[src/include/adsq_pkg.sv]
// Constants, types and register map of the converter sequencing control.
// Assumes a plain byte-wide register port and a system clock of 200 MHz.
package adsq_pkg;
	// ****************************************
	// Register map
	// ****************************************
	localparam int ADSQ_AW = 3;
	localparam logic [2:0] ADSQ_ADDR_INSEL = 3'h0;
	localparam logic [2:0] ADSQ_ADDR_CTRLA = 3'h1;
	localparam logic [2:0] ADSQ_ADDR_RESL = 3'h2;
	localparam logic [2:0] ADSQ_ADDR_RESH = 3'h3;
	localparam logic [2:0] ADSQ_ADDR_CTRLB = 3'h4;
	localparam logic [7:0] ADSQ_RST_BYTE = 8'h00;
	// ****************************************
	// Field positions
	// ****************************************
	localparam int ADSQ_A_ON = 7;
	localparam int ADSQ_A_START = 6;
	localparam int ADSQ_A_AUTO = 5;
	localparam int ADSQ_A_FLAG = 4;
	localparam int ADSQ_A_IE = 3;
	localparam int ADSQ_I_LJ = 5;
	// ****************************************
	// Timing and channel codes
	// ****************************************
	localparam logic [4:0] ADSQ_LAST_FIRST = 5'h18;
	localparam logic [4:0] ADSQ_LAST_NORMAL = 5'h0C;
	localparam logic [6:0] ADSQ_DIV_MASK [8] = '{7'h01, 7'h01, 7'h03, 7'h07,
		7'h0F, 7'h1F, 7'h3F, 7'h7F};
	localparam logic [4:0] ADSQ_CH_SE_MAX = 5'h07;
	localparam logic [4:0] ADSQ_CH_D1_LO = 5'h10;
	localparam logic [4:0] ADSQ_CH_D1_HI = 5'h17;
	localparam logic [4:0] ADSQ_CH_D2_LO = 5'h18;
	localparam logic [4:0] ADSQ_CH_D2_HI = 5'h1D;
	localparam logic [4:0] ADSQ_CH_BG = 5'h1E;
	localparam logic [4:0] ADSQ_CH_GND = 5'h1F;
	localparam logic [2:0] ADSQ_NEG_D1 = 3'h1;
	localparam logic [2:0] ADSQ_NEG_D2 = 3'h2;
	localparam logic [2:0] ADSQ_TS_FREE = 3'h0;
	// ****************************************
	// Types
	// ****************************************
	typedef enum logic [1:0] {
		ADSQ_IDLE = 2'b01,
		ADSQ_CONV = 2'b10
	} adsq_state_e;
	typedef struct packed {
		logic valid;
		logic diff;
		logic bandgap;
		logic ground;
		logic [2:0] pos;
		logic [2:0] neg;
	} adsq_route_s;
endpackage

[src/hw/adsq_control.sv]
// Sequencing control of a 10-bit successive-approximation converter.
// Assumes the analog core presents its result on i_sample_value at completion,
// and that trigger flags and the register port are synchronous to i_sys_clk.
// Summary of operation
// - A channel written mid-conversion is applied only after that conversion completes.
// - Codes 0 to 7 pick single-ended inputs; codes 8 to 15 are unavailable.
// - Codes 16-23 pair inputs 0-7 against 1; codes 24-29 pair 0-5 against 2.
// - Code 30 connects the bandgap, code 31 connects ground.
// - Converter-on enables; clearing it switches off and aborts any conversion.
// - Start bit starts each single conversion, or the first free-running one.
// - First conversion after enabling takes 25 converter clocks, later ones 13.
// - Start bit reads one while converting; writing zero does nothing.
// - With auto-trigger on, each rising trigger edge while idle starts a conversion.
// - Completion flag sets when a conversion finishes, even if a pending low-byte read blocks the result update.
// - Flag clears on interrupt acknowledge or a written one; zero leaves it.
// - Interrupt requested only when flag, enable and global enable are all set.
// - Divider field gives 2,2,4,8,16,32,64,128 for the converter clock.
// - Right justified: high byte holds bits 9:8 low, low byte bits 7:0.
// - Left justified: high byte holds bits 9:2, low byte bits 1:0 on top.
// - Reading the low byte blocks result updates until the high byte is read.
// - Justification change alters presentation at once, even mid-conversion.
// - Source zero is free running; switching to it gives no trigger event.
// - Switching from a clear to a set trigger source counts as a rising edge.
`timescale 1ns/1ps
module adsq_control
	import adsq_pkg::*;
#(
	parameter int RES_W = 10
) (
	input wire logic i_sys_clk,
	input wire logic i_reset_n,
	input wire logic i_clk_en,
	input wire logic [ADSQ_AW-1:0] i_addr,
	input wire logic [7:0] i_wr_data,
	input wire logic i_wr_en,
	input wire logic i_rd_en,
	output logic [7:0] o_rd_data,
	input wire logic [RES_W-1:0] i_sample_value,
	input wire logic [7:0] i_trigger_flags,
	input wire logic i_global_irq_enable,
	input wire logic i_irq_ack,
	output logic o_irq,
	output logic o_converter_on,
	output logic o_converting,
	output adsq_route_s o_route,
	output logic [1:0] o_reference_select
);
	// ****************************************
	// Register state
	// ****************************************
	logic on_q;
	logic auto_q;
	logic ie_q;
	logic flag_q;
	logic [2:0] div_q;
	logic lj_q;
	logic [4:0] chsel_q;
	logic [1:0] ref_q;
	logic [2:0] ts_q;
	logic lock_q;
	logic [RES_W-1:0] result_q;
	logic [7:0] rdata_q;
	adsq_state_e state_q;
	logic [6:0] pre_q;
	logic [4:0] cyc_q;
	logic [4:0] last_q;
	logic init_q;
	logic trig_prev_q;
	adsq_route_s route_q;

	// ****************************************
	// Decode of strobes and events
	// ****************************************
	logic wr_insel;
	logic wr_a;
	logic wr_b;
	logic rd_low;
	logic rd_high;
	logic on_d;
	logic tick;
	logic conv_done;
	logic trig_level;
	logic trig_edge;
	logic sw_start;
	logic free_next;
	logic start_req;
	logic [7:0] res_high;
	logic [7:0] res_low;
	logic [7:0] res_high_lj;

	// Strobe qualification
	assign wr_insel = i_clk_en && i_wr_en && (i_addr == ADSQ_ADDR_INSEL);
	assign wr_a = i_clk_en && i_wr_en && (i_addr == ADSQ_ADDR_CTRLA);
	assign wr_b = i_clk_en && i_wr_en && (i_addr == ADSQ_ADDR_CTRLB);
	assign rd_low = i_clk_en && i_rd_en && (i_addr == ADSQ_ADDR_RESL);
	assign rd_high = i_clk_en && i_rd_en && (i_addr == ADSQ_ADDR_RESH);
	assign on_d = wr_a ? i_wr_data[ADSQ_A_ON] : on_q;

	// Converter clock tick from the prescaler
	assign tick = i_clk_en && on_q && ((pre_q & ADSQ_DIV_MASK[div_q]) == ADSQ_DIV_MASK[div_q]);
	assign conv_done = (state_q == ADSQ_CONV) && tick && (cyc_q == last_q) && on_d;

	// Trigger selection; free running source counts as a clear level
	assign trig_level = (ts_q == ADSQ_TS_FREE) ? 1'b0 : i_trigger_flags[ts_q];
	assign trig_edge = i_clk_en && auto_q && trig_level && !trig_prev_q;
	assign sw_start = wr_a && i_wr_data[ADSQ_A_START];
	assign free_next = conv_done && auto_q && (ts_q == ADSQ_TS_FREE);
	assign start_req = on_d && (state_q == ADSQ_IDLE) && (sw_start || trig_edge);

	// Result presentation follows the live justification bit
	assign res_high_lj = result_q[9:2];
	assign res_high = lj_q ? res_high_lj : {6'h00, result_q[9:8]};
	assign res_low = lj_q ? {result_q[1:0], 6'h00} : result_q[7:0];

	// Channel code to analog routing
	function automatic adsq_route_s decode_route(input logic [4:0] code);
		adsq_route_s r;
		r = '0;
		if (code <= ADSQ_CH_SE_MAX) begin
			r.valid = 1'b1;
			r.pos = code[2:0];
		end else if ((code >= ADSQ_CH_D1_LO) && (code <= ADSQ_CH_D1_HI)) begin
			r.valid = 1'b1;
			r.diff = 1'b1;
			r.pos = code[2:0];
			r.neg = ADSQ_NEG_D1;
		end else if ((code >= ADSQ_CH_D2_LO) && (code <= ADSQ_CH_D2_HI)) begin
			r.valid = 1'b1;
			r.diff = 1'b1;
			r.pos = code[2:0];
			r.neg = ADSQ_NEG_D2;
		end else if (code == ADSQ_CH_BG) begin
			r.valid = 1'b1;
			r.bandgap = 1'b1;
		end else if (code == ADSQ_CH_GND) begin
			r.valid = 1'b1;
			r.ground = 1'b1;
		end
		return r;
	endfunction

	// ****************************************
	// Control register A fields
	// ****************************************
	always_ff @(posedge i_sys_clk) begin
		if (!i_reset_n) begin
			on_q <= 1'b0;
			auto_q <= 1'b0;
			ie_q <= 1'b0;
			div_q <= 3'h0;
		end else if (wr_a) begin
			on_q <= i_wr_data[ADSQ_A_ON];
			auto_q <= i_wr_data[ADSQ_A_AUTO];
			ie_q <= i_wr_data[ADSQ_A_IE];
			div_q <= i_wr_data[2:0];
		end
	end

	// Completion flag; a completion beats a clear in the same cycle
	always_ff @(posedge i_sys_clk) begin
		if (!i_reset_n) begin
			flag_q <= 1'b0;
		end else if (conv_done) begin
			flag_q <= 1'b1;
		end else if (i_clk_en && (i_irq_ack || (wr_a && i_wr_data[ADSQ_A_FLAG]))) begin
			flag_q <= 1'b0;
		end
	end

	// Input select and control register B
	always_ff @(posedge i_sys_clk) begin
		if (!i_reset_n) begin
			ref_q <= 2'h0;
			lj_q <= 1'b0;
			chsel_q <= 5'h00;
			ts_q <= 3'h0;
		end else begin
			if (wr_insel) begin
				ref_q <= i_wr_data[7:6];
				lj_q <= i_wr_data[ADSQ_I_LJ];
				chsel_q <= i_wr_data[4:0];
			end
			if (wr_b) begin
				ts_q <= i_wr_data[2:0];
			end
		end
	end

	// ****************************************
	// Prescaler and trigger history
	// ****************************************
	always_ff @(posedge i_sys_clk) begin
		if (!i_reset_n) begin
			pre_q <= 7'h00;
			trig_prev_q <= 1'b0;
		end else if (i_clk_en) begin
			pre_q <= on_q ? pre_q + 7'h01 : 7'h00;
			trig_prev_q <= trig_level;
		end
	end

	// ****************************************
	// Conversion sequencer
	// ****************************************
	always_ff @(posedge i_sys_clk) begin
		if (!i_reset_n) begin
			state_q <= ADSQ_IDLE;
			cyc_q <= 5'h00;
			last_q <= ADSQ_LAST_NORMAL;
			init_q <= 1'b1;
		end else if (i_clk_en) begin
			if (!on_d) begin
				state_q <= ADSQ_IDLE;
				init_q <= 1'b1;
				cyc_q <= 5'h00;
			end else begin
				case (state_q)
					ADSQ_IDLE: begin
						if (start_req) begin
							state_q <= ADSQ_CONV;
							cyc_q <= 5'h00;
							last_q <= init_q ? ADSQ_LAST_FIRST : ADSQ_LAST_NORMAL;
							init_q <= 1'b0;
						end
					end
					ADSQ_CONV: begin
						if (conv_done) begin
							cyc_q <= 5'h00;
							last_q <= ADSQ_LAST_NORMAL;
							state_q <= free_next ? ADSQ_CONV : ADSQ_IDLE;
						end else if (tick) begin
							cyc_q <= cyc_q + 5'h01;
						end
					end
					default: begin
						state_q <= ADSQ_IDLE;
					end
				endcase
			end
		end
	end

	// Applied routing follows the select only between conversions
	always_ff @(posedge i_sys_clk) begin
		if (!i_reset_n) begin
			route_q <= decode_route(5'h00);
		end else if (i_clk_en && ((state_q == ADSQ_IDLE) || conv_done)) begin
			route_q <= decode_route(chsel_q);
		end
	end

	// ****************************************
	// Result register and read lock
	// ****************************************
	always_ff @(posedge i_sys_clk) begin
		if (!i_reset_n) begin
			lock_q <= 1'b0;
		end else if (rd_low) begin
			lock_q <= 1'b1;
		end else if (rd_high) begin
			lock_q <= 1'b0;
		end
	end

	// Capture at completion unless the low byte is pending
	always_ff @(posedge i_sys_clk) begin
		if (!i_reset_n) begin
			result_q <= '0;
		end else if (conv_done && !lock_q) begin
			result_q <= i_sample_value;
		end
	end

	// ****************************************
	// Read data, one cycle after the strobe
	// ****************************************
	always_ff @(posedge i_sys_clk) begin
		if (!i_reset_n) begin
			rdata_q <= ADSQ_RST_BYTE;
		end else if (i_clk_en && i_rd_en) begin
			if (i_addr == ADSQ_ADDR_INSEL) begin
				rdata_q <= {ref_q, lj_q, chsel_q};
			end else if (i_addr == ADSQ_ADDR_CTRLA) begin
				rdata_q <= {on_q, (state_q == ADSQ_CONV), auto_q, flag_q, ie_q, div_q};
			end else if (i_addr == ADSQ_ADDR_RESL) begin
				rdata_q <= res_low;
			end else if (i_addr == ADSQ_ADDR_RESH) begin
				rdata_q <= res_high;
			end else if (i_addr == ADSQ_ADDR_CTRLB) begin
				rdata_q <= {5'h00, ts_q};
			end else begin
				rdata_q <= ADSQ_RST_BYTE;
			end
		end
	end

	// Outputs
	assign o_rd_data = rdata_q;
	assign o_irq = flag_q && ie_q && i_global_irq_enable;
	assign o_converter_on = on_q;
	assign o_converting = (state_q == ADSQ_CONV);
	assign o_route = route_q;
	assign o_reference_select = ref_q;
endmodule

[config.mk]
export PLATFORM = sky130hd
export DESIGN_NAME = adsq_control
export DESIGN_NICKNAME = d
export VERILOG_FILES = /design/src/include/adsq_pkg.sv /design/src/hw/adsq_control.sv
export SDC_FILE = /design/constraint.sdc
export NUM_CORES = 1
export LEC_CHECK = 0
export ABC_AREA = 1
export BUFFER_PORTS_ARGS = -buffer_cell sky130_fd_sc_hd__buf_2
export CAP_MARGIN = 10
export CORE_MARGIN = 4
export CORE_UTILIZATION = 40
export DETAILED_ROUTE_END_ITERATION = 8
export PLACE_DENSITY_LB_ADDON = 0.15
export SKIP_CTS_REPAIR_TIMING = 1
export SLEW_MARGIN = 20
export SYNTH_ARGS = -nofsm -noshare
export SYNTH_HDL_FRONTEND = slang
export SYNTH_SLANG_ARGS = --single-unit
[constraint.sdc]
create_clock -name i_sys_clk -period 1.73 [get_ports i_sys_clk]
set_input_delay 0.346 -clock i_sys_clk [delete_from_list [all_inputs] [get_ports i_sys_clk]]
set_output_delay 0.346 -clock i_sys_clk [all_outputs]
set_load 0.05 [all_outputs]
==> results of run 1 <==
==> layout make-up <==
| type | instances | share of cell area, % |
|---|---|---|
| clock buffer | 10 | 2.91 |
| clock inverter | 6 | 1.57 |
| inverter | 54 | 4.61 |
| multi-input combinational | 338 | 42.3 |
| sequential | 64 | 29.4 |
| tap | 102 | 2.91 |
| timing repair buffer | 107 | 16.3 |
==> routing by layer <==
layer / up-vias / global-route usage (%) / wire length, microns / share of wire [%]
met1: 1577 / 26.8 / 4380 / 47
met4: 0 / 5.43 / 127 / 1.4
met2: 78 / 31.4 / 4430 / 47
li1: 1767 / - / - / -
met5: - / 0 / 0 / 0
met3: 12 / 4.43 / 432 / 4.6
==> sequential cells by signal (all words and copies together), names as in the netlist, 2 cells and up <==
register	flops
ts_q	3
state_q	2
result_q	10
chsel_q	5
o_reference_select	2
o_route	9
last_q	2
cyc_q	5
pre_q	7
div_q	3
o_rd_data	8
==> stage by stage <==
step,area (sq um),TNS (ns)
finish,4390,-0.129
global route,4390,-2.78
CTS,4160,-0.724
detailed placement,3960,-0.560
global placement,3960,-0.283
floorplan,3290,-0.628
==> critical path: cells and delay by family, from the launching register on <==
kind	cells	cell delay [ns]
adders and majority gates	1	0.13
AOI/OAI and AO/OA	3	0.40
buffers and inverters	2	0.23
and+or+nand+nor	5	0.62
DFF	1	0.32
==> final timing paths <==
kind                                            start                        to  slack [ns]  cells past startpoint
worst max register to register  cyc_q[0]$_SDFFE_PN0P_   o_route[8]$_SDFFE_PN0P_       -0.03                     11
worst max-delay path            cyc_q[0]$_SDFFE_PN0P_   o_route[8]$_SDFFE_PN0P_       -0.03                     11
worst min register to register  pre_q[6]$_SDFFE_PN0P_     pre_q[6]$_SDFFE_PN0P_        0.46                      1
worst min-delay path                i_sample_value[7]  result_q[7]$_SDFFE_PN0P_        0.22                      3
==> placed cells by master, fill, tap and decap left out, types with 9 or more instances in the layout <==
cell	count
nand3_1	16
buf_2	55
nand2_1	98
clkbuf_8	9
buf_4	46
nor2_1	46
o21ai_1	11
a21oi_1	35
inv_1	47
dfxtp_1	56
o21ai_0	35
==> power by group through the flow <==
stage | clock network [W] | registers (W) | logic (W)
6_report | 0.00129 | 0.00154 | 0.000474
2_1_floorplan | 0 | 0.00164 | 0.000192
4_1_cts | 0.00132 | 0.00153 | 0.000438
3_3_place_gp | 0 | 0.00157 | 0.000432
3_5_place_dp | 0 | 0.00157 | 0.000436
5_1_grt | 0.00139 | 0.00154 | 0.000523
==> Yosys cell counts <==
library cell and n:
nor2_4 3, buf_1 1, buf_4 2, o21ai_0 47, a22oi_1 1, and3_1 1, nor2_1 52, o21ai_1 3
o211a_1 1, xor2_1 3, a31oi_1 6, a21oi_4 1, clkinv_1 1, nor4_1 1, nand2_2 4, nand4_1 5
a211oi_1 1, conb_1 1, nand3_2 1, buf_2 3, o211ai_1 4, nor4b_1 1, clkbuf_1 9, nand3_1 21
a21oi_2 1, nand2_1 102, o21bai_1 1, a221oi_1 4, or2_2 3, nor3_1 15, nand2_4 4, nor2_2 1
nor3_4 1, ha_1 5, o22ai_1 3, a21oi_1 40, inv_1 51, inv_2 2, dfxtp_1 64
==> logic make-up (layout without fill, tap and decap cells) <==
logic type	Yosys count	count (layout)
AND/OR/NAND/NOR	215	216
AO/OA/AOI/OAI	113	113
buffers and inverters	69	177
flip-flops	64	64
adder cells (fa/ha/maj)	5	5
XOR/XNOR	3	3
other	1	1
==> summary.txt, run 1 <==
Synthesis
  • Syn avg cell area: 6.89 sq um
  • Count of different cell masters after synthesis: 39
  • Simple logic cell fraction of the synthesized area: 29.8%
  • Synth Area in Compound Gates: between 10% and 20%
  • Synth Cell Area: approximately 3200 sq um
  • Synth Warn #: 0
  • Post-synthesis adder-cell area fraction: between 1.5 and 2%
  • Xor and xnor area share after synthesis: 0.811%
  • Area leader, netlist: dfxtp_1
  • Largest family of logic cells by synthesized area: simple AND/OR/NAND/NOR gates
  • Synthesized instance count: 470
  • Synthesized netlist net count: 511
  • Seq/Total Area, Yosys: about two fifths
  • Mux cell area share after synthesis: 0%
  • Share of the synthesized area in the top cell type: roughly 40%
  • Top cells by area, synth: dfxtp_1, nand2_1, o21ai_0, a21oi_1, nor2_1
  • Synth Register Bits: 64

CTS
  • Clock tree buffer depth: 2
  • Later-pin clock latency in the skew report: between 0.3 and 0.4 ns
  • CTS sink count: 64
  • H-tree depth: 3
  • Clock Pin Slew Worst Setup and Hold Paths: about 0.08 ns
  • Num CTS Buffers: 9
  • CTS tree: built
  • Root buffer cell: clkbuf_8

Worst hold path
  • Min-delay worst type: primary input to flip-flop

Finish
  • Nets@finish: between 600 and 700
  • Util after Layout: between 50% and 60%
  • Non-Filler Instances: approximately 700
  • Antenna diode count: 0
  • Register area: roughly 1300 sq um
  • Multi-input logic area: 1860 sq um
  • Area growth syn-to-layout: 35.6%
  • Share of cells above drive strength 1: 32.8%
  • Number of fill cells in the layout: 757

Critical path
  • Slowest cell delay on critical path: 0.32 ns
  • Worst path slowest cell: dfxtp_2
  • Critical-path cell list: inv_2 -> ha_4 -> nand2_2 -> a21oi_2 -> nand4_1 -> nor2_4 -> nand2_4 -> a21oi_4 -> buf_12 -> o21ai_2 -> nor2_1
  • Crit. End Element: flip-flop
  • CP Max Fanout: 5
  • Crit start category: flip-flop
  • CP Data Required Time: between 2 and 2.5 ns
  • Crit Path Class: flip-flop to flip-flop
  • Critical path arrival: roughly 2 ns

Detailed routing
  • WL final: 9.37 mm
  • Drt pass-1 iters: 5
  • Initial DRC Count: roughly 200
  • Wire per inst: roughly 14 microns
  • Vias: 3434
  • Drt drc: 0
  • Detail Route Antenna Nets: 0
  • Vias/cell: about 5.0

Pwr
  • Clock network fraction of total power: around two fifths
  • P_int: approximately 0.0024 W
  • LEAKAGE: ~2.0 nW
  • Pwr dens: roughly 750 nW/um^2
  • Register share of total power: 46.6%
  • Logic pwr share: between 10% and 20%
  • Peak VDD IR: 0.561 mV
  • Power Total: about 0.0033 W
  • Switch share: 28.6%
  • Psw: about 0.00094 W

Status
  • Failing checks: negative setup slack
  • Status: finished with violations

Timing
  • Top achievable clock speed: around 570 MHz
  • Slew Viols, Final: 0
  • Final WS setup: -0.0296 ns
  • Final Hold Slack: about 0.22 ns
  • Final setup vio count: 10
  • Final period demand of the worst path: ~1.8 ns
  • Final period util: 102%
  • RSZ-0062 raised after global routing: yes
  • Final count of hold timing violations: 0
  • Fin Clk Skew: around 0.0084 ns

Global route
  • Total track usage: between 10% and 20%
  • First-pass GRT wire length: around 15 mm
  • Number of global-route vias before repair: 3273
  • Initial antenna violation count: 0
  • Pin count of the biggest net entering global routing: 24
  • Overflow left after global routing: 0

Floorplanning
  • Total die area: around 9600 sq um
  • IO Count: 59
  • Die Width: ~98 microns
  • # rows: 32
  • Core area: roughly 7800 sq um
  • Initial core utilization: 41.5%
  • DIE HEIGHT: roughly 100 microns

Placement
  • DP Cell Count: 657
  • Final RePlAce weighted congestion: between 0.8 and 0.9
  • DPL Wire Length: 6.92 mm
  • Place WS: -0.0728 ns
  • PortBufs: between 50 and 60

Run
  • Maximum capacitance violations: 0
Note: power is estimated with default switching activity, not from simulation.
==> run 2: changes to the inputs <==
--- a/config.mk
+++ b/config.mk
@@ -11,7 +11,6 @@
 export CORE_MARGIN = 4
 export CORE_UTILIZATION = 40
 export DETAILED_ROUTE_END_ITERATION = 8
-export PLACE_DENSITY_LB_ADDON = 0.15
 export SKIP_CTS_REPAIR_TIMING = 1
 export SLEW_MARGIN = 20
 export SYNTH_ARGS = -nofsm -noshare
==> run 2 against run 1 <==
The run still ends with negative setup slack left. Non-clock buffer count fell by 4. Global-route usage fell by 0.21 points. Sequential power barely moved.
==> summary.txt, run 2 (synthesized netlist as in run 1, its figures left out) <==
Detailed routing
  • Met3 routed wirelength: 542 microns (was 432 microns)
  • Vias/cell: 5.11 (was 5.04)
  • Vias: 3470 (was 3434)
  • Initial DRC Count: 114 (was 202)
  • WL final: 9.62 mm (was 9.37 mm)
  • Drt pass-1 iters: 4 (was 5)
  • Drt drc: 0 (unchanged)
  • Wire per inst: 14.2 microns (was 13.8 microns)
  • Routed wl met2: 4.57 mm (was 4.43 mm)
  • Routed length on met1: 4.33 mm (was 4.38 mm)
  • Uppermost layer routed: met4 (unchanged)
  • Detail Route Antenna Nets: 0 (unchanged)

Global route
  • Initial antenna violation count: 0 (unchanged)
  • Number of global-route vias before repair: 3227 (was 3273)
  • Total track usage: 19.5% (was 19.7%)
  • Pin count of the biggest net entering global routing: 18 (was 24)
  • First-pass GRT wire length: 15.3 mm (was 15.4 mm)
  • Overflow left after global routing: 0 (unchanged)

Finish
  • Share of cells above drive strength 1: 29.8% (was 32.8%)
  • Register area: 1280 sq um (was 1290 sq um)
  • Nets@finish: 613 (was 615)
  • Area growth syn-to-layout: 36.5% (was 35.6%)
  • Most frequent cells in the layout: nand2_1, dfxtp_1, buf_2 (unchanged)
  • Multi-input logic area: 1880 sq um (was 1860 sq um)
  • Final Cell Area: 4420 sq um (was 4390 sq um)
  • Number of fill cells in the layout: 775 (was 757)
  • Antenna diode count: 0 (unchanged)
  • Most flop-heavy register: result_q (unchanged)
  • Most common cell after layout, fill and taps aside: nand2_1 (unchanged)
  • Max reg flops: 10 (unchanged)

Floorplanning
  • Initial core utilization: 41.5% (unchanged)
  • IO Count: 59 (unchanged)
  • Core area: 7810 sq um (unchanged)
  • Die Width: 98.0 microns (unchanged)
  • Total die area: 9600 sq um (unchanged)
  • DIE HEIGHT: 98.0 microns (unchanged)
  • # rows: 32 (unchanged)

Placement
  • Place WS: -0.0892 ns (was -0.0728 ns)
  • DPL Wire Length: 6.95 mm (was 6.92 mm)
  • Final RePlAce weighted congestion: 0.849 (was 0.867)
  • PortBufs: 56 (unchanged)
  • Post-Place Cell Area: 3950 sq um (was 3960 sq um)

Worst hold path
  • Hold depth: 3 (unchanged)
  • Hold Path Sink: result_q[4]$_SDFFE_PN0P_ (was result_q[7]$_SDFFE_PN0P_)
  • Min-delay worst type: primary input to flip-flop (unchanged)
  • Hold_sp: i_sample_value[4] (was i_sample_value[7])

Pwr
  • Peak VDD IR: 0.390 mV (was 0.561 mV)
  • Pwr dens: 811 nW/um^2 (was 751 nW/um^2)
  • LEAKAGE: 2.03 nW (about the same)

CTS
  • Clock tree buffer depth: 2 (unchanged)
  • CTS sink count: 64 (unchanged)
  • Root buffer cell: clkbuf_8 (unchanged)
  • Later-pin clock latency in the skew report: 0.34 ns (about the same)
  • Clock Pin Slew Worst Setup and Hold Paths: 0.07 ns (was 0.08 ns)
  • H-tree depth: 3 (unchanged)
  • CTS tree: built (unchanged)
  • Num CTS Buffers: 9 (unchanged)

Timing
  • Final period demand of the worst path: 1.78 ns (was 1.76 ns)
  • Final count of hold timing violations: 0 (unchanged)
  • Final WS setup: -0.0509 ns (was -0.0296 ns)
  • Top achievable clock speed: 562 MHz (was 568 MHz)
  • Fin Clk Skew: 0.00838 ns (was 0.00843 ns)
  • RSZ-0062 raised after global routing: yes (unchanged)
  • Final period util: 103% (was 102%)
  • Slew Viols, Final: 0 (unchanged)
  • Final setup vio count: 14 (was 10)

Critical path
  • Critical path arrival: 2.02 ns (was 2.05 ns)
  • Slowest cell delay on critical path: 0.33 ns (was 0.32 ns)
  • Worst path slowest cell: dfxtp_2 (unchanged)
  • Count of buffer and inverter cells on the critical path: 3 (was 2)
  • Critical-path cell list: inv_2 -> ha_4 -> nand2_2 -> a21oi_2 -> nand4_1 -> nor2_4 -> nand2_4 -> buf_12 -> clkbuf_16 -> nor3_1 -> nor2_1 (was inv_2 -> ha_4 -> nand2_2 -> a21oi_2 -> nand4_1 -> nor2_4 -> nand2_4 -> a21oi_4 -> buf_12 -> o21ai_2 -> nor2_1)
  • Crit start category: flip-flop (unchanged)
  • Crit. End Element: flip-flop (unchanged)
  • CP Max Fanout: 6 (was 5)
  • FF-to-FF setup slack: -0.05 ns (was -0.03 ns)
  • Crit Path Class: flip-flop to flip-flop (unchanged)
  • R2R Path Start: cyc_q[1]$_SDFFE_PN0P_ (was cyc_q[0]$_SDFFE_PN0P_)
  • Terminus of the critical flop-to-flop path: result_q[3]$_SDFFE_PN0P_ (was o_route[8]$_SDFFE_PN0P_)
  • Top Family by Delay on Critical Path: simple AND/OR/NAND/NOR gates (unchanged)
  • CP Data Required Time: 1.97 ns (was 2.02 ns)
  • R2r worst-path depth: 11 (unchanged)

Status
  • Status: finished with violations (unchanged)
  • Failing checks: negative setup slack (unchanged)

Run
  • Maximum capacitance violations: 0 (unchanged)
run 2: worst reg2reg max path, cell delays in order, from the launching register on:
cell,delay [ns]
dfxtp_2,0.33
inv_2,0.07
ha_4,0.13
nand2_2,0.05
a21oi_2,0.10
nand4_1,0.20
nor2_4,0.17
nand2_4,0.12
buf_12,0.15
clkbuf_16,0.15
nor3_1,0.14
nor2_1,0.06
run 2: through the flow:
stage,std cells,hold slack [ns],TNS (ns),power [W],utilization [%]
floorplan,470,0.422,-0.628,0.00183,-
detailed placement,655,0.446,-0.891,0.00200,50.6
global placement,655,0.446,-0.343,0.00200,50.6
finish,679,0.225,-0.236,0.00359,56.7
global route,679,0.232,-2.77,0.00373,56.7
CTS,671,0.222,-1.16,0.00357,53.7
run 2: where the power goes:
group	switching, W	internal, W
Clock	0.000619	0.000959
Sequential	0.0000245	0.00151
Combinational	0.000313	0.000161
run 2: worst max path at each step:
stage          slack, ns               startpoint                  endpoint  cells after the start
2_1_floorplan      -0.06  state_q[0]$_SDFFE_PN1P_   o_route[3]$_SDFFE_PN0P_                     11
3_3_place_gp       -0.05    cyc_q[0]$_SDFFE_PN0P_   o_route[3]$_SDFFE_PN0P_                     10
3_5_place_dp       -0.09    cyc_q[0]$_SDFFE_PN0P_   o_route[4]$_SDFFE_PN0P_                     10
4_1_cts            -0.10    cyc_q[0]$_SDFFE_PN0P_   o_route[4]$_SDFFE_PN0P_                     10
5_1_grt            -0.15  state_q[0]$_SDFFE_PN1P_   o_route[1]$_SDFFE_PN0P_                     11
6_report           -0.05    cyc_q[1]$_SDFFE_PN0P_  result_q[3]$_SDFFE_PN0P_                     11
run 2: final cells by class:
cell class	instances	area share [%]
multi-input combinational	340	42.5
clock buffer	9	2.80
clock inverter	7	2.72
sequential	64	29.1
inverter	54	4.58
timing repair buffer	103	15.5
tap	102	2.89
run 2: per-layer routing:
layer | track usage (%) | vias up
li1 | - | 1763
met1 | 25.5 | 1583
met2 | 31.8 | 106
met3 | 3.64 | 18
met4 | 7.35 | 0
met5 | 0 | -
==> run 3: changes to the inputs <==
--- a/config.mk
+++ b/config.mk
@@ -8,6 +8,7 @@
 export ABC_AREA = 1
 export BUFFER_PORTS_ARGS = -buffer_cell sky130_fd_sc_hd__buf_2
 export CAP_MARGIN = 10
+export CORE_ASPECT_RATIO = 2
 export CORE_MARGIN = 4
 export CORE_UTILIZATION = 40
 export DETAILED_ROUTE_END_ITERATION = 8
==> run 3 against run 2 <==
The flow still finishes with violations (negative setup slack). Global-route usage up 1.6 points. Sequential power is essentially flat. Clock-buffer cell count increased by 5.
==> summary.txt, run 3 (synthesized netlist as in run 1, its figures left out) <==
CTS
  • Later-pin clock latency in the skew report: 0.33 ns (was 0.34 ns)
  • Num CTS Buffers: 9 (unchanged)
  • H-tree depth: 3 (unchanged)
  • CTS sink count: 64 (unchanged)
  • Clock tree buffer depth: 2 (unchanged)
  • Root buffer cell: clkbuf_16 (was clkbuf_8)
  • CTS tree: built (unchanged)
  • Clock Pin Slew Worst Setup and Hold Paths: 0.05 ns (was 0.07 ns)

Detailed routing
  • Vias/cell: 5.12 (was 5.11)
  • Wire per inst: 14.8 microns (was 14.2 microns)
  • WL final: 10.0 mm (was 9.62 mm)
  • Initial DRC Count: 100 (was 114)
  • Drt drc: 0 (unchanged)
  • Vias: 3464 (was 3470)
  • Drt pass-1 iters: 4 (unchanged)
  • Detail Route Antenna Nets: 0 (unchanged)

Placement
  • Final RePlAce weighted congestion: 0.905 (was 0.849)
  • DP Cell Count: 654 (was 655)
  • Place WS: -0.129 ns (was -0.0892 ns)
  • PortBufs: 56 (unchanged)
  • DPL Wire Length: 7.58 mm (was 6.95 mm)

Floorplanning
  • Initial core utilization: 40.8% (was 41.5%)
  • # rows: 46 (was 32)
  • Die Width: 71.6 microns (was 98.0 microns)
  • IO Count: 59 (unchanged)
  • Core area: 7940 sq um (was 7810 sq um)
  • DIE HEIGHT: 135 microns (was 98.0 microns)
  • Total die area: 9690 sq um (was 9600 sq um)

Global route
  • Total track usage: 21.1% (was 19.5%)
  • Overflow left after global routing: 0 (unchanged)
  • First-pass GRT wire length: 15.9 mm (was 15.3 mm)
  • Initial antenna violation count: 0 (unchanged)
  • Pin count of the biggest net entering global routing: 25 (was 18)
  • Number of global-route vias before repair: 3282 (was 3227)

Critical path
  • CP Data Required Time: 1.95 ns (was 1.97 ns)
  • Worst path slowest cell: dfxtp_2 (unchanged)
  • Crit. End Element: flip-flop (unchanged)
  • Critical path arrival: 2.03 ns (was 2.02 ns)
  • Crit start category: flip-flop (unchanged)
  • Critical-path cell list: inv_2 -> ha_4 -> nand2_1 -> nor2_1 -> o211ai_1 -> nor2_2 -> buf_4 -> buf_6 -> nand2_4 -> buf_6 -> nand4_1 -> inv_1 -> nand2_1 -> a21oi_2 (was inv_2 -> ha_4 -> nand2_2 -> a21oi_2 -> nand4_1 -> nor2_4 -> nand2_4 -> buf_12 -> clkbuf_16 -> nor3_1 -> nor2_1)
  • CP Max Fanout: 3 (was 6)
  • Slowest cell delay on critical path: 0.32 ns (was 0.33 ns)
  • Crit Path Class: flip-flop to flip-flop (unchanged)

Timing
  • Final period demand of the worst path: 1.81 ns (was 1.78 ns)
  • Final setup vio count: 22 (was 14)
  • Slew Viols, Final: 0 (unchanged)
  • Final Hold Slack: 0.237 ns (was 0.225 ns)
  • RSZ-0062 raised after global routing: yes (unchanged)
  • Final count of hold timing violations: 0 (unchanged)
  • Max-slew headroom at the worst pin: 60.6%
  • Final WS setup: -0.0811 ns (was -0.0509 ns)
  • Final period util: 105% (was 103%)
  • Slew @ Worst Pin: between 0.5 and 0.6 ns
  • Fin Clk Skew: 0.00774 ns (was 0.00838 ns)
  • Top achievable clock speed: 552 MHz (was 562 MHz)

Finish
  • Multi-input logic area: 1870 sq um (was 1880 sq um)
  • Register area: 1290 sq um (was 1280 sq um)
  • Share of cells above drive strength 1: 31.2% (was 29.8%)
  • Number of fill cells in the layout: 787 (was 775)
  • Util after Layout: 56.4% (was 56.7%)
  • Max reg flops: 10 (unchanged)
  • Most flop-heavy register: result_q (unchanged)
  • Area growth syn-to-layout: 38.4% (was 36.5%)
  • Non-Filler Instances: 677 (was 679)
  • Antenna diode count: 0 (unchanged)
  • Nets@finish: 619 (was 613)
  • Most frequent cells in the layout: nand2_1, dfxtp_1, buf_2 (unchanged)
  • Most common cell after layout, fill and taps aside: nand2_1 (unchanged)

Status
  • Failing checks: negative setup slack (unchanged)
  • Status: finished with violations (unchanged)

Run
  • Maximum capacitance violations: 0 (unchanged)

Pwr
  • Pwr dens: 824 nW/um^2 (was 811 nW/um^2)
  • Peak VDD IR: 0.750 mV (was 0.390 mV)
  • LEAKAGE: 2.05 nW (was 2.03 nW)

Worst hold path
  • Min-delay worst type: primary input to flip-flop (unchanged)
[run 3: cell count changes in the layout (fill, tap and decap cells not counted), moves of 4 or more]
cell	previous run	this run
clkbuf_8	9	3
clkbuf_16	1	10
nand3_1	18	14
nand3_2	2	6
buf_4	43	50
[run 3: worst paths after layout]
kind / startpoint / to / slack [ns] / depth (start not counted)
setup / recovery: state_q[0]$_SDFFE_PN1P_ / cyc_q[2]$_SDFFE_PN0P_ / -0.08 / 14
hold / removal: i_sample_value[3] / result_q[3]$_SDFFE_PN0P_ / 0.24 / 3
setup reg to reg: state_q[0]$_SDFFE_PN1P_ / cyc_q[2]$_SDFFE_PN0P_ / -0.08 / 14
hold reg to reg: last_q[2]$_SDFFE_PN1P_ / last_q[2]$_SDFFE_PN1P_ / 0.45 / 2
[run 3: per-stage QoR]
stage          setup TNS, ns  power (W)  cell area, sq um
6_report               -1.02    0.00369              4480
5_1_grt                -3.97    0.00383              4480
3_5_place_dp           -1.98    0.00201              3980
4_1_cts                -2.41    0.00369              4250
3_3_place_gp           -1.13    0.00200              3980
2_1_floorplan         -0.628    0.00183              3290
[run 3: cell type report]
type	count	share of cell area [%]
Multi-Input combinational cell	339	41.7
Sequential cell	64	28.8
Timing Repair Buffer	110	16.3
Clock buffer	14	6.11
Inverter	54	4.52
Tap cell	96	2.68
[run 3: per-layer routing]
metal	vias up	GRT usage, %	share of wire (%)
li1	1776	-	-
met1	1598	22.4	38
met2	66	38.6	56
met3	24	3.86	2.7
met4	0	10.6	4.1
met5	-	0	0
[run 3: critical path: cells and delay by family, from the launching register on]
kind | cells | cell delay, ns
AOI/OAI and AO/OA | 2 | 0.19
adders and majority gates | 1 | 0.12
buffers and inverters | 5 | 0.49
DFF | 1 | 0.32
and+or+nand+nor | 6 | 0.58
[run 3: power by group]
| group | total, W | internal [W] | switching (W) | leakage (nW) |
|---|---|---|---|---|
| Sequential | 0.00154 | 0.00151 | 0.0000260 | 0.521 |
| Combinational | 0.000474 | 0.000164 | 0.000310 | 1.39 |
| Clock | 0.00168 | 0.00107 | 0.000607 | 0.135 |
| Total | 0.00369 | 0.00275 | 0.000944 | 2.05 |
